===== config.mk =====
export PLATFORM = sky130hd
export DESIGN_NAME = output_voltage_target_control
export DESIGN_NICKNAME = d
export VERILOG_FILES = /design/src/design/vout_target_pkg.sv /design/src/design/output_voltage_target_control.sv /design/src/design/reference_ramp.sv
export VERILOG_INCLUDE_DIRS = /design/src /design/src/design
export SDC_FILE = /design/constraint.sdc
export NUM_CORES = 1
export LEC_CHECK = 0
export BUFFER_PORTS_ARGS = -buffer_cell sky130_fd_sc_hd__buf_2
export CAP_MARGIN = 20
export CORE_MARGIN = 4
export CORE_UTILIZATION = 47
export CTS_CLUSTER_SIZE = 24
export DETAILED_ROUTE_END_ITERATION = 12
export PLACE_DENSITY = 0.67
export SYNTH_ARGS = -nofsm -noshare
export SYNTH_HDL_FRONTEND = slang
export SYNTH_SLANG_ARGS = --single-unit

===== constraint.sdc =====
create_clock -name ref_clk_in -period 9.8 [get_ports ref_clk_in]
set_input_delay 1.96 -clock ref_clk_in [delete_from_list [all_inputs] [get_ports ref_clk_in]]
set_output_delay 1.96 -clock ref_clk_in [all_outputs]
set_load 0.02 [all_outputs]

===== src/design/vout_target_defines.svh =====
// Purpose: Constants for the output voltage target control block
// Assumes: 250 MHz ref_clk_in, AHB-Lite register access
// Notes:   Offsets are byte addresses of aligned 32-bit words
//
// Behaviour
// - Feedback source chosen from feedback pin comparator, sampled before soft-start.
// - Feedback choice frozen until next enable cycle or power-on reset.
// - Divider bit clear: target 1.0V to 24V in 10mV steps.
// - Divider bit set: target 3.3V to 48V in 20mV steps.
// - Target code is four high-field bits above eight low-field bits.
// - Reading a code below minimum returns the minimum clamp code.
// - Reading a code above maximum returns the maximum clamp code.
// - Target change while running moves the reference gradually.
// - Ramp slope limited both ways; slope time from nonvolatile setting; here slope_sel in REG_RAMP_CFG, reset to zero.
// - Target written while off is used by next soft-start directly.
// - In power-save operation negative inductor current is blocked.
// - Passive or active ramping; active discharges during falling ramp only.
// - Active ramp-down uses maximum discharge strength, ignoring the register.
// - Discharge strength is selectable by register.
// - Discharge order and conditions follow two sequence registers.
// - Discharge override forces on or off over the sequence.
`ifndef VOUT_TARGET_DEFINES_SVH
`define VOUT_TARGET_DEFINES_SVH

// Register byte offsets
`define REG_CTRL          8'h00
`define REG_TARGET        8'h04
`define REG_DISCHARGE     8'h08
`define REG_DISCH_SEQ_A   8'h0C
`define REG_DISCH_SEQ_B   8'h10
`define REG_RAMP_CFG      8'h14
`define REG_STATUS        8'h18

// Field positions
`define CTRL_RUN_BIT      0
`define CTRL_DIV_BIT      1
`define CTRL_SAVE_BIT     2
`define RAMP_ACTIVE_BIT   8
`define OVR_LSB           2
`define STAT_FB_BIT       0
`define STAT_RUN_BIT      1
`define STAT_RAMP_BIT     2
`define STAT_DISCH_BIT    3
`define STAT_REF_LSB      16

// Override encodings
`define OVR_FORCE_ON      2'h1
`define OVR_FORCE_OFF     2'h2

// Reset values and maximum discharge level
`define RST_TARGET        12'h000
`define RST_LEVEL         2'h0
`define RST_SEQ_A         8'h01
`define RST_SEQ_B         8'h00
`define RST_SLOPE         8'h00
`define DISCH_MAX_LEVEL   2'h3

// Voltage scaling in millivolts
`define VMIN_LO_MV        1000
`define VMAX_LO_MV        24000
`define STEP_LO_MV        10
`define VMIN_HI_MV        3300
`define VMAX_HI_MV        48000
`define STEP_HI_MV        20
`define CODE_MIN_LO       12'(`VMIN_LO_MV / `STEP_LO_MV)
`define CODE_MAX_LO       12'(`VMAX_LO_MV / `STEP_LO_MV)
`define CODE_MIN_HI       12'(`VMIN_HI_MV / `STEP_HI_MV)
`define CODE_MAX_HI       12'(`VMAX_HI_MV / `STEP_HI_MV)

// Timing
`define CLK_PERIOD_NS     4
`define RAMP_BASE_NS      1000
`define RAMP_BASE_CYC     ((`RAMP_BASE_NS + `CLK_PERIOD_NS - 1) / `CLK_PERIOD_NS)

`endif


===== src/design/vout_target_pkg.sv =====
// Purpose: Types for the output voltage target control block
// Assumes: Constants come from vout_target_defines.svh
// Notes:   State structs hold every flip-flop of each module except the ready_q flag
package vout_target_pkg;

    typedef enum logic [1:0] {
        ST_OFF,
        ST_SOFTSTART,
        ST_RUN
    } conv_state_e;

    typedef struct packed {
        logic [11:0] ref_code;
        logic [15:0] cnt;
        logic        falling;
    } ramp_state_s;

    typedef struct packed {
        conv_state_e state;
        logic        fb_valid;
        logic        fb_internal;
        logic        run_en;
        logic        div_sel;
        logic        power_save;
        logic        active_ramp;
        logic [7:0]  slope_sel;
        logic [11:0] target_code;
        logic [1:0]  disch_level;
        logic [1:0]  disch_override;
        logic [7:0]  seq_a;
        logic [7:0]  seq_b;
        logic [23:0] disch_cnt;
        logic        disch_on;
        logic [1:0]  disch_strength;
        logic        rev_block;
        logic        running;
        logic        wr_pend;
        logic [7:0]  wr_addr;
        logic [31:0] hrdata;
    } ctrl_state_s;

endpackage


===== src/design/output_voltage_target_control.sv =====
// Purpose: Output voltage target, reference ramp and discharge control
// Assumes: Single AHB-Lite slave, zero wait states, 250 MHz clock
// Notes:   Feedback comparator and enable pin arrive synchronous
//
// Design decisions made here: the address map and the AHB-Lite interface to the registers.
`timescale 1ns/1ps
`include "vout_target_defines.svh"

module output_voltage_target_control
(
    input  wire logic        ref_clk_in,
    input  wire logic        sys_rst_in,
    input  wire logic        hsel_in,
    input  wire logic [31:0] haddr_in,
    input  wire logic [1:0]  htrans_in,
    input  wire logic        hwrite_in,
    input  wire logic [2:0]  hsize_in,
    input  wire logic [31:0] hwdata_in,
    input  wire logic        hready_in,
    output logic             hreadyout_out,
    output logic             hresp_out,
    output logic      [31:0] hrdata_out,
    input  wire logic        enable_in,
    input  wire logic        feedback_pin_high_in,
    output logic             feedback_internal_out,
    output logic             converter_run_out,
    output logic      [11:0] reference_code_out,
    output logic             discharge_enable_out,
    output logic      [1:0]  discharge_level_out,
    output logic             reverse_current_block_out
);

    vout_target_pkg::ctrl_state_s s_q;
    vout_target_pkg::ctrl_state_s s_d;

    logic        ready_q;
    logic [11:0] ref_code;
    logic        ramp_busy;
    logic        ramp_falling;
    logic [11:0] eff_target;
    logic [15:0] interval;
    logic        ramp_clear;

    ////////////////////////////////////////////////////////////////////////////////
    // Target code clamp

    // Stored code is kept as written; clamp applies on read and regulation
    function automatic logic [11:0] clamp_code
    (
        input logic [11:0] code,
        input logic        div_sel
    );
        logic [11:0] lo;
        logic [11:0] hi;
        lo = div_sel ? `CODE_MIN_HI : `CODE_MIN_LO;
        hi = div_sel ? `CODE_MAX_HI : `CODE_MAX_LO;
        if (code < lo)
        begin
            clamp_code = lo;
        end
        else if (code > hi)
        begin
            clamp_code = hi;
        end
        else
        begin
            clamp_code = code;
        end
    endfunction

    ////////////////////////////////////////////////////////////////////////////////
    // Register read mux

    function automatic logic [31:0] read_mux
    (
        input logic [7:0]                    addr,
        input vout_target_pkg::ctrl_state_s  s,
        input logic [11:0]                   refc,
        input logic                          busy
    );
        logic [31:0] v;
        v = 32'h0000_0000;
        case (addr)
            `REG_CTRL:
            begin
                v[`CTRL_RUN_BIT] = s.run_en;
                v[`CTRL_DIV_BIT] = s.div_sel;
                v[`CTRL_SAVE_BIT] = s.power_save;
            end
            `REG_TARGET:
            begin
                v[11:0] = clamp_code(s.target_code, s.div_sel);
            end
            `REG_DISCHARGE:
            begin
                v[1:0]                 = s.disch_level;
                v[`OVR_LSB+1:`OVR_LSB] = s.disch_override;
            end
            `REG_DISCH_SEQ_A:
            begin
                v[7:0] = s.seq_a;
            end
            `REG_DISCH_SEQ_B:
            begin
                v[7:0] = s.seq_b;
            end
            `REG_RAMP_CFG:
            begin
                v[7:0]              = s.slope_sel;
                v[`RAMP_ACTIVE_BIT] = s.active_ramp;
            end
            `REG_STATUS:
            begin
                v[`STAT_FB_BIT]    = s.fb_internal;
                v[`STAT_RUN_BIT]   = (s.state != vout_target_pkg::ST_OFF);
                v[`STAT_RAMP_BIT]  = busy;
                v[`STAT_DISCH_BIT] = s.disch_on;
                v[`STAT_REF_LSB+11:`STAT_REF_LSB] = refc;
            end
            default:
            begin
                v = 32'h0000_0000;
            end
        endcase
        read_mux = v;
    endfunction

    ////////////////////////////////////////////////////////////////////////////////
    // Reference ramp

    assign eff_target = clamp_code(s_q.target_code, s_q.div_sel);
    assign interval   = 16'((32'(s_q.slope_sel) + 32'h1) * `RAMP_BASE_CYC);
    // Off clears the reference so every start is a full soft-start
    assign ramp_clear = (s_q.state == vout_target_pkg::ST_OFF);

    // Soft-start and run share one stepper, so start always aims at the latest code
    reference_ramp u_ramp
    (
        .ref_clk_in  (ref_clk_in),
        .sys_rst_in  (sys_rst_in),
        .clear_in    (ramp_clear),
        .target_in   (eff_target),
        .interval_in (interval),
        .ref_out     (ref_code),
        .busy_out    (ramp_busy),
        .falling_out (ramp_falling)
    );

    ////////////////////////////////////////////////////////////////////////////////
    // Next-state logic

    always_comb
    begin
        logic        go;
        logic        auto_on;
        logic        ramp_dis;
        logic [23:0] seq_delay;
        logic        ap;
        go        = 1'b0;
        auto_on   = 1'b0;
        ramp_dis  = 1'b0;
        seq_delay = 24'h000000;
        ap        = 1'b0;
        s_d       = s_q;

        // Data phase of an earlier write
        if (s_q.wr_pend)
        begin
            s_d.wr_pend = 1'b0;
            case (s_q.wr_addr)
                `REG_CTRL:
                begin
                    s_d.run_en  = hwdata_in[`CTRL_RUN_BIT];
                    s_d.div_sel = hwdata_in[`CTRL_DIV_BIT];
                    s_d.power_save = hwdata_in[`CTRL_SAVE_BIT];
                end
                `REG_TARGET:
                begin
                    // Raw code kept; a divider change re-clamps it with no host rewrite
                    s_d.target_code = hwdata_in[11:0];
                end
                `REG_DISCHARGE:
                begin
                    s_d.disch_level    = hwdata_in[1:0];
                    s_d.disch_override = hwdata_in[`OVR_LSB+1:`OVR_LSB];
                end
                `REG_DISCH_SEQ_A:
                begin
                    s_d.seq_a = hwdata_in[7:0];
                end
                `REG_DISCH_SEQ_B:
                begin
                    s_d.seq_b = hwdata_in[7:0];
                end
                `REG_RAMP_CFG:
                begin
                    s_d.slope_sel   = hwdata_in[7:0];
                    s_d.active_ramp = hwdata_in[`RAMP_ACTIVE_BIT];
                end
                default:
                begin
                    s_d.wr_pend = 1'b0;
                end
            endcase
        end

        // Address phase; read sees any write landing in this same cycle
        // Size is ignored; only whole words are mapped
        ap = hsel_in && htrans_in[1] && hready_in;
        if (ap && hwrite_in)
        begin
            s_d.wr_pend = 1'b1;
            s_d.wr_addr = haddr_in[7:0];
        end
        else if (ap)
        begin
            s_d.hrdata = read_mux(haddr_in[7:0], s_d, ref_code, ramp_busy);
        end

        // Converter sequencing
        go = s_q.run_en && enable_in;
        if (!enable_in)
        begin
            s_d.fb_valid = 1'b0;
        end
        case (s_q.state)
            vout_target_pkg::ST_OFF:
            begin
                if (go)
                begin
                    s_d.state = vout_target_pkg::ST_SOFTSTART;
                    // Latched once per enable cycle; run toggles keep it
                    if (!s_q.fb_valid)
                    begin
                        s_d.fb_internal = feedback_pin_high_in;
                        s_d.fb_valid    = 1'b1;
                    end
                end
            end
            vout_target_pkg::ST_SOFTSTART:
            begin
                if (!go)
                begin
                    s_d.state = vout_target_pkg::ST_OFF;
                end
                else if (!ramp_busy)
                begin
                    s_d.state = vout_target_pkg::ST_RUN;
                end
            end
            vout_target_pkg::ST_RUN:
            begin
                if (!go)
                begin
                    s_d.state = vout_target_pkg::ST_OFF;
                end
            end
            default:
            begin
                s_d.state = vout_target_pkg::ST_OFF;
            end
        endcase

        // Stop sequence: optional wait for enable pin, then delay, then discharge
        seq_delay = 24'(32'(s_q.seq_b) * `RAMP_BASE_CYC);
        if (s_q.state == vout_target_pkg::ST_OFF && s_q.seq_a[0]
            && (!s_q.seq_a[1] || !enable_in))
        begin
            if (s_q.disch_cnt >= seq_delay)
            begin
                auto_on = 1'b1;
            end
            else
            begin
                s_d.disch_cnt = s_q.disch_cnt + 24'h000001;
            end
        end
        else
        begin
            s_d.disch_cnt = 24'h000000;
        end

        // Passive mode leaves the falling ramp to the load alone
        ramp_dis = s_q.active_ramp && ramp_falling
                   && (s_q.state == vout_target_pkg::ST_RUN);

        case (s_q.disch_override)
            `OVR_FORCE_ON:
            begin
                s_d.disch_on = 1'b1;
            end
            `OVR_FORCE_OFF:
            begin
                s_d.disch_on = 1'b0;
            end
            default:
            begin
                s_d.disch_on = auto_on || ramp_dis;
            end
        endcase
        s_d.disch_strength = ramp_dis ? `DISCH_MAX_LEVEL : s_q.disch_level;

        s_d.rev_block = s_q.power_save && (s_q.state != vout_target_pkg::ST_OFF);

        // Registered so the run pin needs no decode
        s_d.running = (s_d.state != vout_target_pkg::ST_OFF);
    end

    ////////////////////////////////////////////////////////////////////////////////
    // State registers

    always_ff @(posedge ref_clk_in or posedge sys_rst_in)
    begin
        if (sys_rst_in)
        begin
            // Fields not listed reset to zero with the struct
            s_q                <= '0;
            s_q.state          <= vout_target_pkg::ST_OFF;
            s_q.target_code    <= `RST_TARGET;
            s_q.disch_level    <= `RST_LEVEL;
            s_q.seq_a          <= `RST_SEQ_A;
            s_q.seq_b          <= `RST_SEQ_B;
            s_q.slope_sel      <= `RST_SLOPE;
            ready_q            <= 1'b0;
        end
        else
        begin
            s_q     <= s_d;
            ready_q <= 1'b1;
        end
    end

    ////////////////////////////////////////////////////////////////////////////////
    // Outputs

    // Always ready after reset; the slave never inserts wait states
    assign hreadyout_out             = ready_q;
    assign hresp_out                 = 1'b0;
    assign hrdata_out                = s_q.hrdata;
    assign feedback_internal_out     = s_q.fb_internal;
    assign converter_run_out         = s_q.running;
    assign reference_code_out        = ref_code;
    assign discharge_enable_out      = s_q.disch_on;
    assign discharge_level_out       = s_q.disch_strength;
    assign reverse_current_block_out = s_q.rev_block;

endmodule


===== src/design/reference_ramp.sv =====
// Purpose: Slew-limited reference code stepper
// Assumes: interval_in is at least one cycle
// Notes:   One code step per interval, either direction
`timescale 1ns/1ps
`include "vout_target_defines.svh"

module reference_ramp
(
    input  wire logic        ref_clk_in,
    input  wire logic        sys_rst_in,
    input  wire logic        clear_in,
    input  wire logic [11:0] target_in,
    input  wire logic [15:0] interval_in,
    output logic      [11:0] ref_out,
    output logic             busy_out,
    output logic             falling_out
);

    vout_target_pkg::ramp_state_s r_q;
    vout_target_pkg::ramp_state_s r_d;

    ////////////////////////////////////////////////////////////////////////////////

    always_comb
    begin
        r_d = r_q;
        if (clear_in)
        begin
            r_d.ref_code = 12'h000;
            r_d.cnt      = 16'h0000;
            r_d.falling  = 1'b0;
        end
        else if (r_q.ref_code != target_in)
        begin
            // Step only after a full interval so slope never exceeds the limit
            r_d.falling = (target_in < r_q.ref_code);
            if (r_q.cnt >= interval_in - 16'h0001)
            begin
                r_d.cnt = 16'h0000;
                if (target_in < r_q.ref_code)
                begin
                    r_d.ref_code = r_q.ref_code - 12'h001;
                end
                else
                begin
                    r_d.ref_code = r_q.ref_code + 12'h001;
                end
            end
            else
            begin
                r_d.cnt = r_q.cnt + 16'h0001;
            end
        end
        else
        begin
            r_d.cnt     = 16'h0000;
            r_d.falling = 1'b0;
        end
    end

    always_ff @(posedge ref_clk_in or posedge sys_rst_in)
    begin
        if (sys_rst_in)
        begin
            r_q <= '0;
        end
        else
        begin
            r_q <= r_d;
        end
    end

    assign ref_out     = r_q.ref_code;
    assign busy_out    = (r_q.ref_code != target_in);
    assign falling_out = r_q.falling;

endmodule


==> impl_metrics.yaml <==
setup_path:
  crit_required_ns: 10.16
  path_buf_inv: 3
  cp-start-kind: "register"
  max_stage_delay_ns: 0.78
  cp_common_cell: "ha_1"
  worstSetupPathType: "reg -> reg"
  critPathCaptureType: "register"
  critical_path.top_delay_family: "adder cells"
  cp_max_fo: 10
  slowest_stage: "nor3_1"
  worstPathCellList: "ha_1, nand3_1, xnor2_1, ha_1, inv_1, fa_1, fa_1, fa_1, inv_1, ha_1, nor3b_1, o31a_1, o31a_1, xnor2_1, or3b_2, nor3_1, xnor3_1, ha_1, o21ai_0, o21bai_1, inv_1, nor3_1, mux2_2"
  worstPathArrival_ns: 8.34
synth:
  synthTopCellsByArea: "dfrtp_1 (31%), ha_1 (15%), fa_1 (7.8%), mux2_2 (4.4%), xnor2_1 (3.4%)"
  synth_top_area_share_pct: 30.8
  syn_area_mm2: 0.0113
  syn_inst: 1169
  yosysSeqAreaShare_pct: 31.0
  avgSynthCellArea_um2: 9.66
  synth_largest_area_cell: "dfrtp_1"
  synth_edf_count: 0
  ys_ff_latch: 140
  yosys_warnings: 0
  synth.distinct_cells: 69
  synthArstFlopShare_pct: 100
  synthFlopType: "dfrtp_1"
flow_run:
  drv_cap: 0
clocking:
  ctsHoldBuffers: 0
  clk_pin_slew_ns: 0.07
  insertion_delay_ns: 0.43
  post_cts_buffers: 0
  post_cts_resized: 0
  h-tree-depth: 4
  cts_tree: "done"
  cts_root_buffer: "clkbuf_16"
  clockBufferDepth: 2
  clock_sinks: 140
  cts_made_buffers: 17
route:
  drtPass1Iterations: 5
  route.detailed.drc: 0
  postRouteAntennaNets: 0
  detail_route.vias_per_cell: 5.43
  drt_wl_total_um: 24600
  drt-initial-drc-count: 391
  wl_per_cell_um: 16.1
  vias: 8301
cells_and_area:
  num-nets-final: 1448
  layout-drive-gt1-share_pct: 14.0
  final_util_pct: 52.1
  antenna_cells: 0
  final_cells: 1528
  multiInputGateArea_mm2: 0.00698
  fillCellCount: 2222
  area_growth_pct: 8.54
  seq_area_mm2: 0.00350
global_route:
  use_met3_pct: 2.13
  grt_pass1_vias: 8396
  grt-ovfl-total: 0
  grt_util_met1_pct: 26.8
  grt_first_pass_wirelength_um: 41600
  antenna_found_initial: 0
  grt_max_degree: 79
  busiest_layer: "met2"
  use_met2_pct: 31.5
  grt_usage_pct: 19.3
placed_design:
  place_inst: 1496
  dp_hpwl_um: 19400
  gp_congestion: 0.874
  post-place-ws_ns: 1.84
  numPortBuffers: 70
timing:
  finalHoldViolCount: 0
  slew-limit-headroom_pct: 36.6
  fin_skew_ns: 0.0106
  final-max-slew-violation-count: 0
  setup_slack_ns: 1.82
  finalSetupViolCount: 0
  rsz0062_at_grt: "no"
  finalCriticalPeriod_ns: 7.98
  tightest_slew_ns: 0.943
  tns_ns: 0
  fmax_mhz: 125
  timing.final.crit_share_pct: 81.4
power_and_ir_drop:
  swShare_pct: 43.4
  combPwrFrac_pct: 63.4
  intPower_mw: 2.03
  seqPwrFrac_pct: 18.8
  clkPwrFrac_pct: 17.8
  leakagePower_nw: 6.05
  vdd.ir_drop.worst_mv: 0.217
  power_density_mw_per_mm2: 292
  p_sw_mw: 1.56
status:
  outcome: "completed"
die:
  rows: 56
  die-height_um: 163
  die_width_um: 163
  ios: 128
  dieArea_mm2: 0.0266
  core_area_mm2: 0.0235
  initial_core_util_pct: 48.0
min_path:
  hp-class: "reg -> reg"
## placed cells by master, fill, tap and decap left out, types with 40 or more instances in the layout
cell,netlist,final
dfrtp_1,139,139
a21oi_1,40,40
nand2_1,86,86
fa_1,44,44
nand3_1,40,40
inv_1,98,97
mux2_2,44,44
buf_2,1,70
xnor2_1,44,44
nor2_1,77,77
ha_1,131,131
## synthesized netlist by cell type (3+ instances only)
library cell / n
dfrtp_1: 139
ha_1: 131
inv_1: 98
nand2_1: 86
nor2_1: 77
buf_4: 47
fa_1: 44
mux2_2: 44
xnor2_1: 44
a21oi_1: 40
nand3_1: 40
xor2_1: 37
o21ai_0: 36
clkbuf_1: 25
nor3_1: 22
and2_1: 18
a21o_1: 17
and3_1: 16
mux2i_1: 16
nand2b_1: 15
nor2b_1: 15
o21a_1: 15
o31ai_1: 13
nand4_1: 11
a31oi_1: 10
or3_1: 10
a211oi_1: 9
nor4_1: 9
a22o_1: 8
a31o_2: 6
a211o_1: 5
o211ai_1: 5
a21boi_0: 4
nand3b_1: 4
o21bai_1: 4
nor3b_1: 3
o31a_1: 3
or2_2: 3
or4_1: 3
## through the flow
| stage | instance area (um^2) | total power [mW] | hold WS [ns] |
|---|---|---|---|
| floorplan | 11300 | 2.51 | 0.430 |
| global placement | 11600 | 2.89 | 0.453 |
| detailed placement | 11600 | 2.95 | 0.455 |
| CTS | 12200 | 3.61 | 0.472 |
| global route | 12300 | 3.97 | 0.505 |
| finish | 12300 | 3.58 | 0.465 |
## power by group through the flow
stage                     Clock, mW  Sequential, mW  Combinational, mW
after global placement            0           0.684               2.20
after detailed placement          0           0.685               2.26
final                         0.638           0.674               2.27
after CTS                     0.647           0.674               2.29
after global routing          0.670           0.682               2.61
after floorplan                   0           0.673               1.84
## routing by layer
metal	vias to the layer above	routed length, um
met4	0	570
met1	4057	11700
met3	41	749
met2	151	11600
li1	4052	-
met5	-	0
## sequential cells by signal, indices dropped and copies added (netlist names)
| name | count |
|---|---|
| reverse_current_block_out | 1 |
| hreadyout_out | 1 |
| discharge_enable_out | 1 |
| u_ramp.ref_out | 12 |
| s_q | 80 |
| discharge_level_out | 2 |
| hrdata_out | 24 |
| feedback_internal_out | 1 |
| u_ramp.r_q | 16 |
| u_ramp.falling_out | 1 |
| converter_run_out | 1 |
## tightest hold or removal path, stage by stage (launching register included)
cell and delay [ns]:
dfrtp_1 0.33, nand2_1 0.05, nand2_1 0.05
## worst paths after layout
check / from / to / slack, ns / cells past startpoint
hold / removal: s_q[39] / s_q[39] / 0.46 / 2
max in group asynchronous: sys_rst_in / hrdata_out[10] / 7.04 / 4
hold reg to reg: s_q[39] / s_q[39] / 0.46 / 2
setup reg to reg: s_q[102] / u_ramp.ref_out[0] / 1.82 / 23
setup / recovery: s_q[102] / u_ramp.ref_out[0] / 1.82 / 23
min in group asynchronous: sys_rst_in / u_ramp.r_q[16] / 1.60 / 2
## logic make-up (layout without fill, tap and decap cells)
| kind of cell | Yosys count | count (layout) | share of synthesized area (%) |
|---|---|---|---|
| simple gates | 342 | 342 | 15.2 |
| compound gates | 193 | 193 | 11.5 |
| fa+ha+maj | 175 | 175 | 22.3 |
| buf+inv | 174 | 206 | 7.42 |
| flops | 140 | 140 | 31.0 |
| xor+xnor | 82 | 82 | 6.48 |
| mux | 61 | 61 | 5.94 |
| other cells | 2 | 10 | 0.0665 |
## final cells by class
cell class                      instances  share of cell area [%]
Clock buffer                           19                    3.70
Clock inverter                         12                    1.05
Inverter                               99                    3.07
Multi-Input combinational cell        863                    56.9
Sequential cell                       140                    28.6
Tap cell                              319                    3.26
Timing Repair Buffer                   76                    3.39
Power figures use the tool's default switching activity.
